## src/inc/lts_defs.svh

```systemverilog
`ifndef LTS_DEFS_SVH
`define LTS_DEFS_SVH
// register map of the plain command port
`define LTS_ADDR_CTRL    4'h0
`define LTS_ADDR_SRC     4'h1
`define LTS_ADDR_CNT1    4'h2
`define LTS_ADDR_CNT2    4'h3
`define LTS_ADDR_CNTT    4'h4
`define LTS_ADDR_TIMER   4'h5
`define LTS_ADDR_DLY2    4'h6
`define LTS_ADDR_DLYT    4'h7
`define LTS_ADDR_CMD     4'h8
`define LTS_ADDR_STAT    4'h9
`define LTS_ADDR_LINE    4'hA
// source codes
`define LTS_SRC_NOWAIT   3'h0
`define LTS_SRC_KEY      3'h1
`define LTS_SRC_BUS      3'h2
`define LTS_SRC_TIMER    3'h3
`define LTS_SRC_EXT      3'h4
`define LTS_SRC_TRIGGER_BUS_SOURCE    3'h5
`define LTS_SRC_TOD      3'h6
`define LTS_SRC_STALL    3'h7
// command bits
`define LTS_CMD_INIT     0
`define LTS_CMD_RESET    1
`define LTS_CMD_IMM1     2
`define LTS_CMD_IMM2     3
`define LTS_CMD_IMMT     4
`define LTS_CMD_BUSTRG   5
// control bits
`define LTS_CTRL_CONT    0
`define LTS_CTRL_BYP1    1
`define LTS_CTRL_BYP2    2
`define LTS_CTRL_BYPT    3
`define LTS_CTRL_SCAN    4
`define LTS_CTRL_INTCH   5
`define LTS_CTRL_SEMI    6
// ticks and pulses
`define LTS_CLK_HZ       20000000
`define LTS_MS_CYCLES    (`LTS_CLK_HZ / 1000)
`define LTS_PULSE_CYC    8'h14
`define LTS_SETTLE_CYC   16'h2710
`define LTS_ZERO32       32'h0000_0000
`endif

```

## src/inc/lts_pkg.sv

```systemverilog
package lts_pkg;
  typedef enum logic [7:0] {
    LTS_IDLE  = 8'h01,
    LTS_ARM1  = 8'h02,
    LTS_ARM2  = 8'h04,
    LTS_DLY2  = 8'h08,
    LTS_TRIG  = 8'h10,
    LTS_DLYT  = 8'h20,
    LTS_OPEN  = 8'h40,
    LTS_MEAS  = 8'h80
  } lts_state_t;
endpackage

```

## src/hw/lts_sequencer.sv

```systemverilog
// Notes on behaviour
// [RULE_01] idle does nothing; leaves only on initiate or continuous mode
// [RULE_02] continuous mode re-initiates; reset command forces idle at any time
// [RULE_03] descend arm1, arm2, trigger layer, then device action
// [RULE_04] each layer waits for its source; no-wait passes at once
// [RULE_05] front-key source uses key press, ignored while remote
// [RULE_06] bus source satisfied only by host bus trigger
// [RULE_07] timer passes first time, then per interval; reset on climb; not arm1
// [RULE_08] rear input and trigger-bus sources use their input triggers
// [RULE_09] time-of-day source only in arm1
// [RULE_10] stall source never satisfied; only immediate command passes
// [RULE_11] bypass skips ext or trigger-bus source on first pass only
// [RULE_12] arm layer output trigger only with that layer's bypass enabled
// [RULE_13] immediate command skips source; arm1 and trigger also skip delay
// [RULE_14] arm2 and trigger layer apply programmable delay after detection
// [RULE_15] scan closes channel before measuring; internal opens first and settles
// [RULE_16] arm output goes to trigger bus if selected, else measure done
// [RULE_17] trigger layer outputs after every device action
// [RULE_18] trigger-bus async pulses; semi-sync releases or pulls low then releases
// [RULE_19] per-layer loop counters, zero means infinite, reset on climb
// [RULE_20] arm1 exhausted without continuous returns idle, clears armed
`timescale 1ns/100ps
`default_nettype none
`include "lts_defs.svh"
module lts_sequencer
  import lts_pkg::*;
#(
  parameter int TICK_CYC = `LTS_MS_CYCLES
)(
  input  wire logic        clock,        // system clock
  input  wire logic        rst,          // sync reset
  input  wire logic [3:0]  regAddr,      // register address
  input  wire logic [31:0] regWdata,     // write data
  input  wire logic        regWr,        // write strobe
  input  wire logic        regRd,        // read strobe
  output logic      [31:0] regRdata,     // read data
  input  wire logic        extTrigIn,    // rear trigger pin
  input  wire logic        linkTrigIn,   // trigger bus input pin
  input  wire logic        keyPress,     // front trigger key pin
  input  wire logic        remoteMode,   // remote operation level
  input  wire logic        todMatch,     // time of day reached
  input  wire logic        measDone,     // measurement finished
  output logic             measStart,    // start measurement pulse
  output logic             chanClose,    // close channel pulse
  output logic             chanOpen,     // open previous channel pulse
  output logic             armedInd,     // armed indication
  output logic             measureDoneOutput, // measure done output pulse
  output logic             linkOut,      // trigger bus line out (low)
  output logic             linkOe        // trigger bus drive enable
);
  // ****************************************
  // state
  // ****************************************
  typedef struct packed {
    lts_state_t  st;
    logic [6:0]  ctrl;
    logic [8:0]  src;          // arm1, arm2, trig sources
    logic [31:0] cnt1, cnt2, cntT, lim1, lim2, limT;
    logic [31:0] tmrMs, dly2Ms, dlyTMs, tmrRun, dlyRun;
    logic [31:0] tick;
    logic [15:0] settle;
    logic [7:0]  pulse;
    logic        pulseLink;
    logic [2:0]  first;        // first pass flags per layer
    logic        tmrFirst;
    logic        busTrg;
    logic [2:0]  imm;
    logic        measReq;
    logic [2:0]  ext3, link3, key3;
    logic        holdLow;
    logic [31:0] rdata;
    logic        mStart, cClose, cOpen;
  } lts_reg_t;
  lts_reg_t s_r, s_nxt;

  // ****************************************
  // synchronised pin events
  // ****************************************
  logic extEv, linkEv, keyEv, tmrDone;
  // rear and bus trigger inputs count once stages 2 and 3 agree high
  assign extEv  = s_r.ext3[1] & s_r.ext3[2];                         // [RULE_08]
  assign linkEv = s_r.link3[1] & s_r.link3[2];                       // [RULE_08]
  // key is edge detected so a held key fires once; locked out in remote
  assign keyEv  = s_r.key3[1] & s_r.key3[2] & ~s_r.holdLow & ~remoteMode;  // [RULE_05]
  // interval satisfied on the first pass or once the countdown ran out
  assign tmrDone = s_r.tmrFirst | (s_r.tmrRun == `LTS_ZERO32);       // [RULE_07]
  // ****************************************
  // next state
  // ****************************************
  function automatic logic srcHit(input logic [2:0] code, input logic tmrOk, input logic todOk,
                                  input logic e, input logic l, input logic k, input logic b);
    logic h;
    h = 1'b0;
    unique case (code)
      `LTS_SRC_NOWAIT: h = 1'b1;                    // [RULE_04]
      `LTS_SRC_KEY:    h = k;                       // [RULE_05]
      `LTS_SRC_BUS:    h = b;                       // [RULE_06]
      `LTS_SRC_TIMER:  h = tmrOk;                   // [RULE_07]
      `LTS_SRC_EXT:    h = e;                       // [RULE_08]
      `LTS_SRC_TRIGGER_BUS_SOURCE:  h = l;                       // [RULE_08]
      `LTS_SRC_TOD:    h = todOk;                   // [RULE_09]
      `LTS_SRC_STALL:  h = 1'b0;                    // [RULE_10]
    endcase
    return h;
  endfunction

  always_comb
  begin
    logic [2:0] sc;
    logic       hit;
    logic       byp;
    logic       skip;
    logic       isTick;
    s_nxt  = s_r;
    sc     = 3'h0;
    hit    = 1'b0;
    byp    = 1'b0;
    skip   = 1'b0;
    isTick = 1'b0;
    // three-stage pin sync; change counts when stages 2 and 3 agree
    s_nxt.ext3  = {s_r.ext3[1:0], extTrigIn};
    s_nxt.link3 = {s_r.link3[1:0], linkTrigIn};
    s_nxt.key3  = {s_r.key3[1:0], keyPress};
    // previous key stage, for the key edge detect
    s_nxt.holdLow = s_r.key3[2];
    // action strobes are single-cycle pulses
    s_nxt.mStart = 1'b0;
    s_nxt.cClose = 1'b0;
    s_nxt.cOpen  = 1'b0;
    // millisecond tick
    isTick = (s_r.tick == 32'(TICK_CYC - 1));
    s_nxt.tick = isTick ? `LTS_ZERO32 : s_r.tick + 32'h1;
    if (isTick && s_r.tmrRun != `LTS_ZERO32) s_nxt.tmrRun = s_r.tmrRun - 32'h1;
    if (isTick && s_r.dlyRun != `LTS_ZERO32) s_nxt.dlyRun = s_r.dlyRun - 32'h1;
    if (s_r.pulse != 8'h00) s_nxt.pulse = s_r.pulse - 8'h01;
    // register writes
    s_nxt.rdata = `LTS_ZERO32;
    if (regWr)
    begin
      unique case (regAddr)
        `LTS_ADDR_CTRL:  s_nxt.ctrl   = regWdata[6:0];
        `LTS_ADDR_SRC:   s_nxt.src    = regWdata[8:0];
        `LTS_ADDR_CNT1:  s_nxt.lim1   = regWdata;
        `LTS_ADDR_CNT2:  s_nxt.lim2   = regWdata;
        `LTS_ADDR_CNTT:  s_nxt.limT   = regWdata;
        `LTS_ADDR_TIMER: s_nxt.tmrMs  = regWdata;
        `LTS_ADDR_DLY2:  s_nxt.dly2Ms = regWdata;
        `LTS_ADDR_DLYT:  s_nxt.dlyTMs = regWdata;
        `LTS_ADDR_CMD:
        begin
          // initiate only counts while idle, so no stale request outlives a run
          if (regWdata[`LTS_CMD_INIT] && s_r.st == LTS_IDLE) s_nxt.measReq = 1'b1;  // [RULE_01]
        end
        default: ;
      endcase
    end
    if (regRd)
    begin
      unique case (regAddr)
        `LTS_ADDR_CTRL:  s_nxt.rdata = {25'h0, s_r.ctrl};
        `LTS_ADDR_SRC:   s_nxt.rdata = {23'h0, s_r.src};
        `LTS_ADDR_CNT1:  s_nxt.rdata = s_r.lim1;
        `LTS_ADDR_CNT2:  s_nxt.rdata = s_r.lim2;
        `LTS_ADDR_CNTT:  s_nxt.rdata = s_r.limT;
        `LTS_ADDR_TIMER: s_nxt.rdata = s_r.tmrMs;
        `LTS_ADDR_DLY2:  s_nxt.rdata = s_r.dly2Ms;
        `LTS_ADDR_DLYT:  s_nxt.rdata = s_r.dlyTMs;
        `LTS_ADDR_STAT:  s_nxt.rdata = {24'h0, s_r.st};
        `LTS_ADDR_LINE:  s_nxt.rdata = s_r.cntT;
        default:         s_nxt.rdata = `LTS_ZERO32;
      endcase
    end
    // sequencer
    unique case (s_r.st)
      LTS_IDLE:
      begin
        s_nxt.first = 3'b111;                                   // [RULE_11]
        s_nxt.cnt1 = `LTS_ZERO32;                               // [RULE_19]
        // host triggers mean nothing while idle
        s_nxt.imm = 3'b000;
        s_nxt.busTrg = 1'b0;
        if (s_r.measReq || s_r.ctrl[`LTS_CTRL_CONT])            // [RULE_01]
        begin
          s_nxt.measReq = 1'b0;
          s_nxt.st = LTS_ARM1;
        end
      end
      LTS_ARM1:
      begin
        sc = s_r.src[2:0];
        if (sc == `LTS_SRC_TIMER) sc = `LTS_SRC_STALL;          // [RULE_07]
        byp = s_r.ctrl[`LTS_CTRL_BYP1] & s_r.first[0] &
              (sc == `LTS_SRC_EXT || sc == `LTS_SRC_TRIGGER_BUS_SOURCE);     // [RULE_11]
        hit = srcHit(sc, 1'b0, todMatch, extEv, linkEv, keyEv, s_r.busTrg);
        skip = s_r.imm[0];                                      // [RULE_13]
        if (hit || byp || skip)
        begin
          s_nxt.first[0] = 1'b0;
          s_nxt.imm[0] = 1'b0;
          s_nxt.busTrg = 1'b0;
          s_nxt.first[2:1] = 2'b11;
          s_nxt.cnt2 = `LTS_ZERO32;
          s_nxt.tmrFirst = 1'b1;
          if (s_r.ctrl[`LTS_CTRL_BYP1])                         // [RULE_12]
          begin
            s_nxt.pulse = `LTS_PULSE_CYC;
            s_nxt.pulseLink = (sc == `LTS_SRC_TRIGGER_BUS_SOURCE);           // [RULE_16]
          end
          s_nxt.st = LTS_ARM2;                                  // [RULE_03]
        end
      end
      LTS_ARM2:
      begin
        sc = s_r.src[5:3];
        if (sc == `LTS_SRC_TOD) sc = `LTS_SRC_STALL;            // [RULE_09]
        byp = s_r.ctrl[`LTS_CTRL_BYP2] & s_r.first[1] & (sc == `LTS_SRC_EXT || sc == `LTS_SRC_TRIGGER_BUS_SOURCE);
        hit = srcHit(sc, tmrDone, 1'b0, extEv, linkEv, keyEv, s_r.busTrg);
        if (hit || byp || s_r.imm[1])                           // [RULE_13]
        begin
          s_nxt.first[1] = 1'b0;
          s_nxt.busTrg = 1'b0;
          s_nxt.tmrFirst = 1'b0;
          s_nxt.tmrRun = s_r.tmrMs;
          s_nxt.first[2] = 1'b1;
          s_nxt.cntT = `LTS_ZERO32;
          if (s_r.ctrl[`LTS_CTRL_BYP2])                         // [RULE_12]
          begin
            s_nxt.pulse = `LTS_PULSE_CYC;
            s_nxt.pulseLink = (sc == `LTS_SRC_TRIGGER_BUS_SOURCE);           // [RULE_16]
          end
          s_nxt.dlyRun = s_r.dly2Ms;                            // [RULE_14]
          s_nxt.st = LTS_DLY2;
          s_nxt.imm[1] = 1'b0;
        end
      end
      LTS_DLY2:
        if (s_r.dlyRun == `LTS_ZERO32)
        begin
          s_nxt.tmrFirst = 1'b1;
          s_nxt.st = LTS_TRIG;
        end
      LTS_TRIG:
      begin
        sc = s_r.src[8:6];
        if (sc == `LTS_SRC_TOD) sc = `LTS_SRC_STALL;
        byp = s_r.ctrl[`LTS_CTRL_BYPT] & s_r.first[2] & (sc == `LTS_SRC_EXT || sc == `LTS_SRC_TRIGGER_BUS_SOURCE);
        hit = srcHit(sc, tmrDone, 1'b0, extEv, linkEv, keyEv, s_r.busTrg);
        if (s_r.imm[2])                                         // [RULE_13]
        begin
          s_nxt.imm[2] = 1'b0;
          s_nxt.dlyRun = `LTS_ZERO32;
          s_nxt.st = LTS_DLYT;
        end
        else if (hit || byp)
        begin
          s_nxt.dlyRun = s_r.dlyTMs;                            // [RULE_14]
          s_nxt.st = LTS_DLYT;
        end
        if (hit || byp || s_r.imm[2])
        begin
          s_nxt.first[2] = 1'b0;
          s_nxt.busTrg = 1'b0;
          s_nxt.tmrFirst = 1'b0;
          s_nxt.tmrRun = s_r.tmrMs;
        end
      end
      LTS_DLYT:
        if (s_r.dlyRun == `LTS_ZERO32)
        begin
          if (s_r.ctrl[`LTS_CTRL_SCAN])
          begin
            // internal channels break before make: open now, close next cycle
            s_nxt.cOpen = s_r.ctrl[`LTS_CTRL_INTCH];            // [RULE_15]
            s_nxt.settle = `LTS_SETTLE_CYC;
            s_nxt.st = LTS_OPEN;
          end
          else
          begin
            // no scanner: measure straight away
            s_nxt.mStart = 1'b1;
            s_nxt.st = LTS_MEAS;
          end
        end
      // channel close, then relay settling, then measurement start
      LTS_OPEN:
      begin
        s_nxt.cClose = (s_r.settle == `LTS_SETTLE_CYC);         // [RULE_15]
        if (s_r.settle != 16'h0000) s_nxt.settle = s_r.settle - 16'h0001;
        // zero only guards against a stuck count
        if (s_r.settle == 16'h0001 || s_r.settle == 16'h0000)
        begin
          s_nxt.mStart = 1'b1;                                  // [RULE_15]
          s_nxt.st = LTS_MEAS;
        end
      end
      LTS_MEAS:
        if (measDone)
        begin
          sc = s_r.src[8:6];
          // semi-sync without bypass only releases the bus line: no pulse
          if (!(sc == `LTS_SRC_TRIGGER_BUS_SOURCE && s_r.ctrl[`LTS_CTRL_SEMI] && !s_r.ctrl[`LTS_CTRL_BYPT]))  // [RULE_18]
          begin
            s_nxt.pulse = `LTS_PULSE_CYC;                       // [RULE_17]
            s_nxt.pulseLink = (sc == `LTS_SRC_TRIGGER_BUS_SOURCE);           // [RULE_18]
          end
          s_nxt.cntT = s_r.cntT + 32'h1;
          if (s_r.limT == `LTS_ZERO32 || s_r.cntT + 32'h1 < s_r.limT)   // [RULE_19]
            s_nxt.st = LTS_TRIG;
          else if (s_r.lim2 == `LTS_ZERO32 || s_r.cnt2 + 32'h1 < s_r.lim2)
          begin
            s_nxt.cnt2 = s_r.cnt2 + 32'h1;
            s_nxt.first[2] = 1'b1;
            s_nxt.st = LTS_ARM2;
          end
          else if (s_r.lim1 == `LTS_ZERO32 || s_r.cnt1 + 32'h1 < s_r.lim1)
          begin
            s_nxt.cnt1 = s_r.cnt1 + 32'h1;
            s_nxt.first[2:1] = 2'b11;
            s_nxt.st = LTS_ARM1;
          end
          else
            s_nxt.st = LTS_IDLE;                                // [RULE_20] [RULE_02]
        end
    endcase
    // ****************************************
    // host commands
    // ****************************************
    // triggers latch after the layer logic, so a set beats a same-cycle clear
    if (regWr && regAddr == `LTS_ADDR_CMD && s_r.st != LTS_IDLE)
    begin
      if (regWdata[`LTS_CMD_BUSTRG]) s_nxt.busTrg = 1'b1;      // [RULE_06]
      s_nxt.imm = s_nxt.imm | regWdata[`LTS_CMD_IMMT:`LTS_CMD_IMM1];  // [RULE_13]
    end
    // reset command wins over everything
    if (regWr && regAddr == `LTS_ADDR_CMD && regWdata[`LTS_CMD_RESET])  // [RULE_02]
    begin
      s_nxt.st = LTS_IDLE;
      s_nxt.measReq = 1'b0;
      s_nxt.imm = 3'b000;
      s_nxt.busTrg = 1'b0;
      s_nxt.ctrl[`LTS_CTRL_CONT] = 1'b0;
    end
  end

  // ****************************************
  // registers
  // ****************************************
  always_ff @(posedge clock)
  begin
    if (rst)
    begin
      s_r <= '0;
      s_r.st <= LTS_IDLE;
      s_r.first <= 3'b111;
      s_r.tmrFirst <= 1'b1;
    end
    else
      s_r <= s_nxt;
  end

  // outputs
  assign regRdata  = s_r.rdata;
  assign measStart = s_r.mStart;
  assign chanClose = s_r.cClose;
  assign chanOpen  = s_r.cOpen;
  assign armedInd  = (s_r.st != LTS_IDLE);                    // [RULE_20]
  assign measureDoneOutput = (s_r.pulse != 8'h00) & ~s_r.pulseLink;   // [RULE_16]
  // trigger bus: pulse low in async and in semi-sync with bypass; semi-sync without bypass never drives the line
  assign linkOut = 1'b0;
  // semi-sync release is handled where the pulse is started
  assign linkOe  = s_r.pulseLink & (s_r.pulse != 8'h00);    // [RULE_16] [RULE_18]
endmodule // lts_sequencer
`default_nettype wire

```

## config.mk

```make
export PLATFORM = sky130hd
export DESIGN_NAME = lts_sequencer
export DESIGN_NICKNAME = d
export VERILOG_FILES = /design/src/inc/lts_pkg.sv /design/src/hw/lts_sequencer.sv
export VERILOG_INCLUDE_DIRS = /design/src /design/src/inc
export SDC_FILE = /design/constraint.sdc
export NUM_CORES = 1
export LEC_CHECK = 0
export BUFFER_PORTS_ARGS = -buffer_cell sky130_fd_sc_hd__buf_2
export CORE_MARGIN = 10
export CORE_UTILIZATION = 65
export DETAILED_ROUTE_END_ITERATION = 16
export MAX_ROUTING_LAYER = met4
export PLACE_DENSITY = 0.8
export REMOVE_ABC_BUFFERS = 1
export SYNTH_ARGS = -nofsm -noshare
export SYNTH_HDL_FRONTEND = slang
export SYNTH_SLANG_ARGS = --single-unit
```

## constraint.sdc

```tcl
create_clock -name clock -period 6.8 [get_ports clock]
set_input_delay 2.04 -clock clock [delete_from_list [all_inputs] [get_ports clock]]
set_output_delay 2.04 -clock clock [all_outputs]
set_load 0.005 [all_outputs]
```

# --- After elaboration in Yosys (flattened, before gate mapping) ---
# Cells that the tools add are included.
word_totals:
  reg_bits: 487
  out_inout_bits: 39
op_classes:
  add_sub_neg: 8
  n_lt_le_gt_ge: 3
  n_eq_ne: 66
  muxes: 85
  bitwise: 23
  n_reduce_logical: 73
op_table:
  columns: ["operator", "count"]
  rows:
  - ["two-way mux 32 bit", 10]
  - ["one-hot mux 32 bit (10 select lines)", 1]
  - ["one-hot mux 32 bit (2 select lines)", 3]
  - ["logical NOT 32 bit", 5]
  - ["adder 32 x 1 -> 32 bit, second input constant", 4]
  - ["two-way mux 64 bit", 2]
  - ["one-hot mux 64 bit (2 select lines)", 1]
  - ["two-way mux 8 bit", 13]
  - ["less-than comparator 32 bit", 3]
  - ["two-way mux 96 bit", 1]
  - ["one-hot mux 8 bit (8 select lines)", 1]
  - ["nonzero test 32 bit", 2]
  - ["subtractor 32 x 1 -> 32 bit, second input constant", 2]
  - ["two-way mux 16 bit", 3]
  - ["equality test 3 bit, second input constant", 15]
  - ["equality test 32 x 15 -> 1 bit, second input constant", 1]
  - ["inequality test 2 bit, second input constant", 16]
  - ["one-hot mux 16 bit (2 select lines)", 1]
  - ["two-way mux 9 bit", 3]
  - ["one-hot mux 9 bit (3 select lines)", 1]
  - ["two-way mux 11 bit", 2]
  - ["equality test 3 x 2 -> 1 bit, second input constant", 7]
  - ["one-hot mux 1 bit (7 select lines)", 3]
  - ["AND reduction 7 bit", 3]
  - ["51 further kinds", 155]

# --- Depth between registers and ports, before layout ---
depth:
  depth_word: 13
  ltp_mapped: 20

# --- Least setup slack after synthesis ---
# No wires, ideal clock.
synth_timing:
  kind: "register to register"
  from: "reg s_r[401] (netlist bit)"
  to: "reg s_r[459] (netlist bit)"
  setup_ns: 0.116
  arrival_time_ns: 4.421
  setup_slack_ns: 2.263
  stages_incl_launch_ff: 21
  path_buffers: 5
  cell_sequence: "dfxtp_1 clkbuf_1 nand4_1 or3_1 clkbuf_1 or2_2 clkbuf_1 nor3_1 nand3_1 xnor2_1 ha_1 and4_1 nand4_1 or3_1 a21oi_1 o22a_1 nand4_1 and2_1 clkbuf_1 clkbuf_1 a31o_2"
synth_via:
  elab_chain_cells: 5
synth_lines:
  columns: ["element", "line", "rtl"]
  rows:
  - ["start, declared", "lts_sequencer.sv:74", "lts_reg_t s_r, s_nxt;"]
  - ["start signal, assigned", "lts_sequencer.sv:358", "s_r <= s_nxt;"]
  - ["adder 32 x 1 -> 32 bit", "lts_sequencer.sv:309", "else if (s_r.lim2 == `LTS_ZERO32 || s_r.cnt2 + 32'h1 < s_r.lim2)"]
  - ["less-than comparator 32 bit", "lts_sequencer.sv:309", null]
  - ["logical OR 1 bit", "lts_sequencer.sv:309", null]
  - ["inequality test 2 bit (no source line)", null, null]
  - ["AND reduction 5 bit (no source line)", null, null]
# Every way passes these cells.
# A chain may end at the register's enable or synchronous reset.

# --- Worst setup path after layout ---
layout_timing:
  from: "reg s_r[369] (netlist bit)"
  to: "reg s_r[423] (netlist bit)"
layout_via:
  elab_chain_cells: 5
layout_lines:
  columns: ["element", "line", "rtl"]
  rows:
  - ["adder 32 x 1 -> 32 bit", "lts_sequencer.sv:307", "if (s_r.limT == `LTS_ZERO32 || s_r.cntT + 32'h1 < s_r.limT)"]
  - ["less-than comparator 32 bit", "lts_sequencer.sv:307", null]
  - ["logical OR 1 bit", "lts_sequencer.sv:307", null]
  - ["inequality test 2 bit (no source line)", null, null]
  - ["AND reduction 5 bit (no source line)", null, null]
# Every way passes these cells.

==> results.yml <==
outcome:
  status: "finished, final reports clean"
die:
  rows: 72
  die_area_um2: 48100
  die_h_um: 219
  pin_count: 85
  core_um2: 38900
  die_w_um: 219
  initial_utilization_pct: 66.3
timing:
  finalClockSkew_ns: 0.0282
  maxClockFrequency_mhz: 174
  rsz0062_at_grt: "false"
  max_slew.worst_pin.slew_ns: 1.22
  finalHoldViolations: 0
  slew_viol_final: 0
  whs_ns: 0.440
  fin_crit_sh_pct: 84.4
  setup_violations: 0
  slew_headroom_pct: 18.7
  min_period_ns: 5.74
  timing.setup.tns_ns: 0
  setup_ws_ns: 1.06
critical_path:
  timing.rr.end: "s_r[423]$_SDFFE_PP0P_"
  cpPeakStageDelay_ns: 0.80
  timing.rr.start: "s_r[369]$_SDFFE_PP0P_"
  crit_slowest_cell: "o31ai_1"
  reg2regPathDepth: 14
  cp_top_family: "simple AND/OR/NAND/NOR gates"
  rrSetupSlack_ns: 1.06
  crit_fanout: 23
  critical_path_buf_inv_count: 0
  cp_cell_sequence: "nand3_1 -> nor2_1 -> nand4_1 -> nor3b_1 -> and3_1 -> xor2_1 -> ha_1 -> nand4_1 -> nor4_1 -> a2111o_1 -> o31ai_1 -> o31a_1 -> nor3_4 -> a32o_1"
  critPathLaunchType: "flip-flop"
  required_ns: 7.30
  cpMostUsedCell: "nand4_1"
  cp-end-kind: "flip-flop"
  arrival_ns: 6.24
  worstSetupPathType: "flip-flop to flip-flop"
global_routing:
  grt_pass1_wl_um: 135000
  track_usage_pct: 36.2
  antenna_found_initial: 1
  grt_max_degree: 96
  first_global_vias: 23700
  grt-ovfl-total: 0
placed_design:
  dp_cells: 3691
  dp_hpwl_um: 61500
  place_congestion: 1.05
  place_ws_ns: 1.28
  io_buffer_count: 83
cts:
  cts.clk_slew.worst_paths_ns: 0.06
  cts_setup_buffers: 0
  post_cts_resized: 0
  htreeDepth: 2
  cts_sinks: 487
  cts_buffers: 51
  cts_hold_buf: 0
  root_buffer: "clkbuf_16"
  cts_tree: "built"
  insertion_delay_ns: 0.61
  cts_buffer_depth: 3
synthesis:
  ys_ff_latch: 487
  synth_ff_type: "dfxtp_1"
  synth-edff-count: 0
  seq_area_frac_synth_pct: 37.8
  synth_top_family_by_area: "simple AND/OR/NAND/NOR gates"
  syn-mean-instance-area_um2: 7.83
  yosys_warnings: 0
  synthCells: 3296
  synth_area_um2: 25800
  synth.area.mux_share_pct: 0.431
  synth_compound_area_share_pct: 19.5
  yosysUniqueCellTypes: 84
  synth-simple-area-share_pct: 24.7
  synthAdderAreaFrac_pct: 5.09
  synth_xor_area_share_pct: 6.41
  async_flop_share_pct: 0
routing:
  first_pass_iters: 7
  dr.first_iter.drc_count: 3711
  drc: 0
  post_drt_wl_per_cell_um: 23.2
  vias: 25400
  totalWireLength_um: 87900
  drt-vias-per-instance: 6.72
  antenna_left: 0
pwr:
  p_leak_nw: 9.97
  p_per_area_nw_per_um2: 229
  peakVddDrop_v: 0.000228
min_path:
  hold_class: "flip-flop to flip-flop"
  hp-start: "s_nxt[40]$_SDFF_PP0_"
  hold_depth: 1
  whs_endpoint: "s_nxt[41]$_SDFF_PP0_"
finish:
  layout-drive-gt1-share_pct: 7.76
  layout.nets: 3377
  stdcell_count: 3782
  area_growth_pct: 8.29
flow_run:
  drv_cap: 0
[registers in the layout (all words and copies together) (netlist names)]
name,count
s_r,445
measStart,1
regRdata,32
chanClose,1
chanOpen,1
s_nxt,7
[cell usage in the layout (no fill, tap or decap), drive strengths merged, types with 19 or more instances in the layout]
master,netlist,final
and3,33,33
ha,105,105
a221oi,26,26
nand2,566,566
dfxtp,487,487
or3,33,33
clkbuf,201,69
nor2,198,198
xnor2,109,109
nor2b,24,24
nand3,137,137
a22o,19,19
o21ai,92,92
xor2,80,80
nor3,61,61
a22oi,84,84
buf,47,125
or4,26,26
inv,128,129
a31oi,36,36
nor4,70,70
nand4,79,79
a21oi,376,376
a211oi,30,30
[logic make-up (layout without fill, tap and decap cells)]
group                    after synthesis  after routing
AND/OR/NAND/NOR                     1327           1327
AO/OA/AOI/OAI                        800            800
flip-flops                           487            487
buffers and inverters                376            342
XOR/XNOR                             189            189
adder cells (fa/ha/maj)              105            105
multiplexers                          11             11
other                                  1              3
[metal layers]
layer  global-route usage [%]  share of wire [%]  vias up  wire, um
met5                        -                  0        -         0
met4                     17.4                5.1        0      4500
met3                     8.98                 12      304     10300
met2                     53.2                 43     1491     38100
met1                     45.8                 40    12000     34900
li1                         -                  -    11600         -
[power breakdown]
group	internal (W)	leakage (nW)	switching [W]
Sequential	0.00290	3.93	0.0000522
Combinational	0.000134	5.19	0.000323
Clock	0.00179	0.848	0.00120
[cells in the mapped netlist, types with 5 or more instances]
library cell / number / share of area (%)
nand4b_1: 10 / 0.34
nor3b_1: 5 / 0.15
o211ai_1: 11 / 0.32
o21ai_0: 91 / 1.8
nor2_1: 198 / 2.9
a211oi_1: 28 / 0.81
xor2_1: 80 / 2.7
a31oi_1: 36 / 0.87
a32oi_1: 6 / 0.20
nand4_1: 79 / 1.9
a22o_1: 19 / 0.64
and2_1: 11 / 0.27
nor4_1: 67 / 1.6
nand2b_1: 17 / 0.41
and3_1: 33 / 0.80
or4_1: 25 / 0.73
buf_4: 36 / 1.0
a22oi_1: 84 / 2.4
a21o_1: 16 / 0.47
nand2_1: 565 / 8.2
a31o_2: 9 / 0.31
mux2i_1: 10 / 0.39
a222oi_1: 17 / 0.66
nor2b_1: 24 / 0.58
o31ai_1: 5 / 0.15
o31a_1: 7 / 0.24
a21oi_1: 376 / 7.3
nor3_1: 59 / 1.1
nand3b_1: 11 / 0.32
a32o_1: 10 / 0.39
buf_1: 6 / 0.087
nor4b_1: 7 / 0.24
or3_1: 33 / 0.80
or2_2: 7 / 0.17
and4_1: 15 / 0.51
xnor2_1: 109 / 3.7
clkbuf_1: 200 / 2.9
o41ai_1: 12 / 0.41
nand3_1: 137 / 2.7
ha_1: 105 / 5.1
o311ai_0: 12 / 0.41
inv_1: 128 / 1.9
dfxtp_1: 487 / 38
a221oi_1: 26 / 0.88
[final cells by class]
cell class | count | area, um2
fillers | 3064 | 11000
clock inverters | 20 | 339
well taps | 518 | 648
clock buffers | 69 | 1410
diodes | 2 | 5.00
inverters | 128 | 480
flip-flops and latches | 487 | 9750
repair buffers | 125 | 741
multi-input cells | 2433 | 14600
[per-stage QoR]
stage	cell area, um2	util, %	total power (W)
after floorplan	24700	-	0.00323
after global placement	26200	67.3	0.00343
after detailed placement	26200	67.3	0.00345
after CTS	27900	71.8	0.00638
after global routing	28000	71.8	0.00655
final	28000	71.8	0.00640
[how the worst max path moves through the flow]
stage	start	to	depth (start not counted)	slack (ns)
floorplan	s_r[399]$_SDFFE_PP0P_	s_r[401]$_SDFFE_PP0P_	15	1.05
global placement	s_r[367]$_SDFFE_PP0P_	s_r[423]$_SDFFE_PP0P_	15	1.46
detailed placement	s_r[369]$_SDFFE_PP0P_	s_r[423]$_SDFFE_PP0P_	14	1.28
CTS	s_r[369]$_SDFFE_PP0P_	s_r[423]$_SDFFE_PP0P_	14	1.26
global route	s_r[369]$_SDFFE_PP0P_	s_r[423]$_SDFFE_PP0P_	14	0.72
finish	s_r[369]$_SDFFE_PP0P_	s_r[423]$_SDFFE_PP0P_	14	1.06
Note: power is estimated with default switching activity, not from simulation.
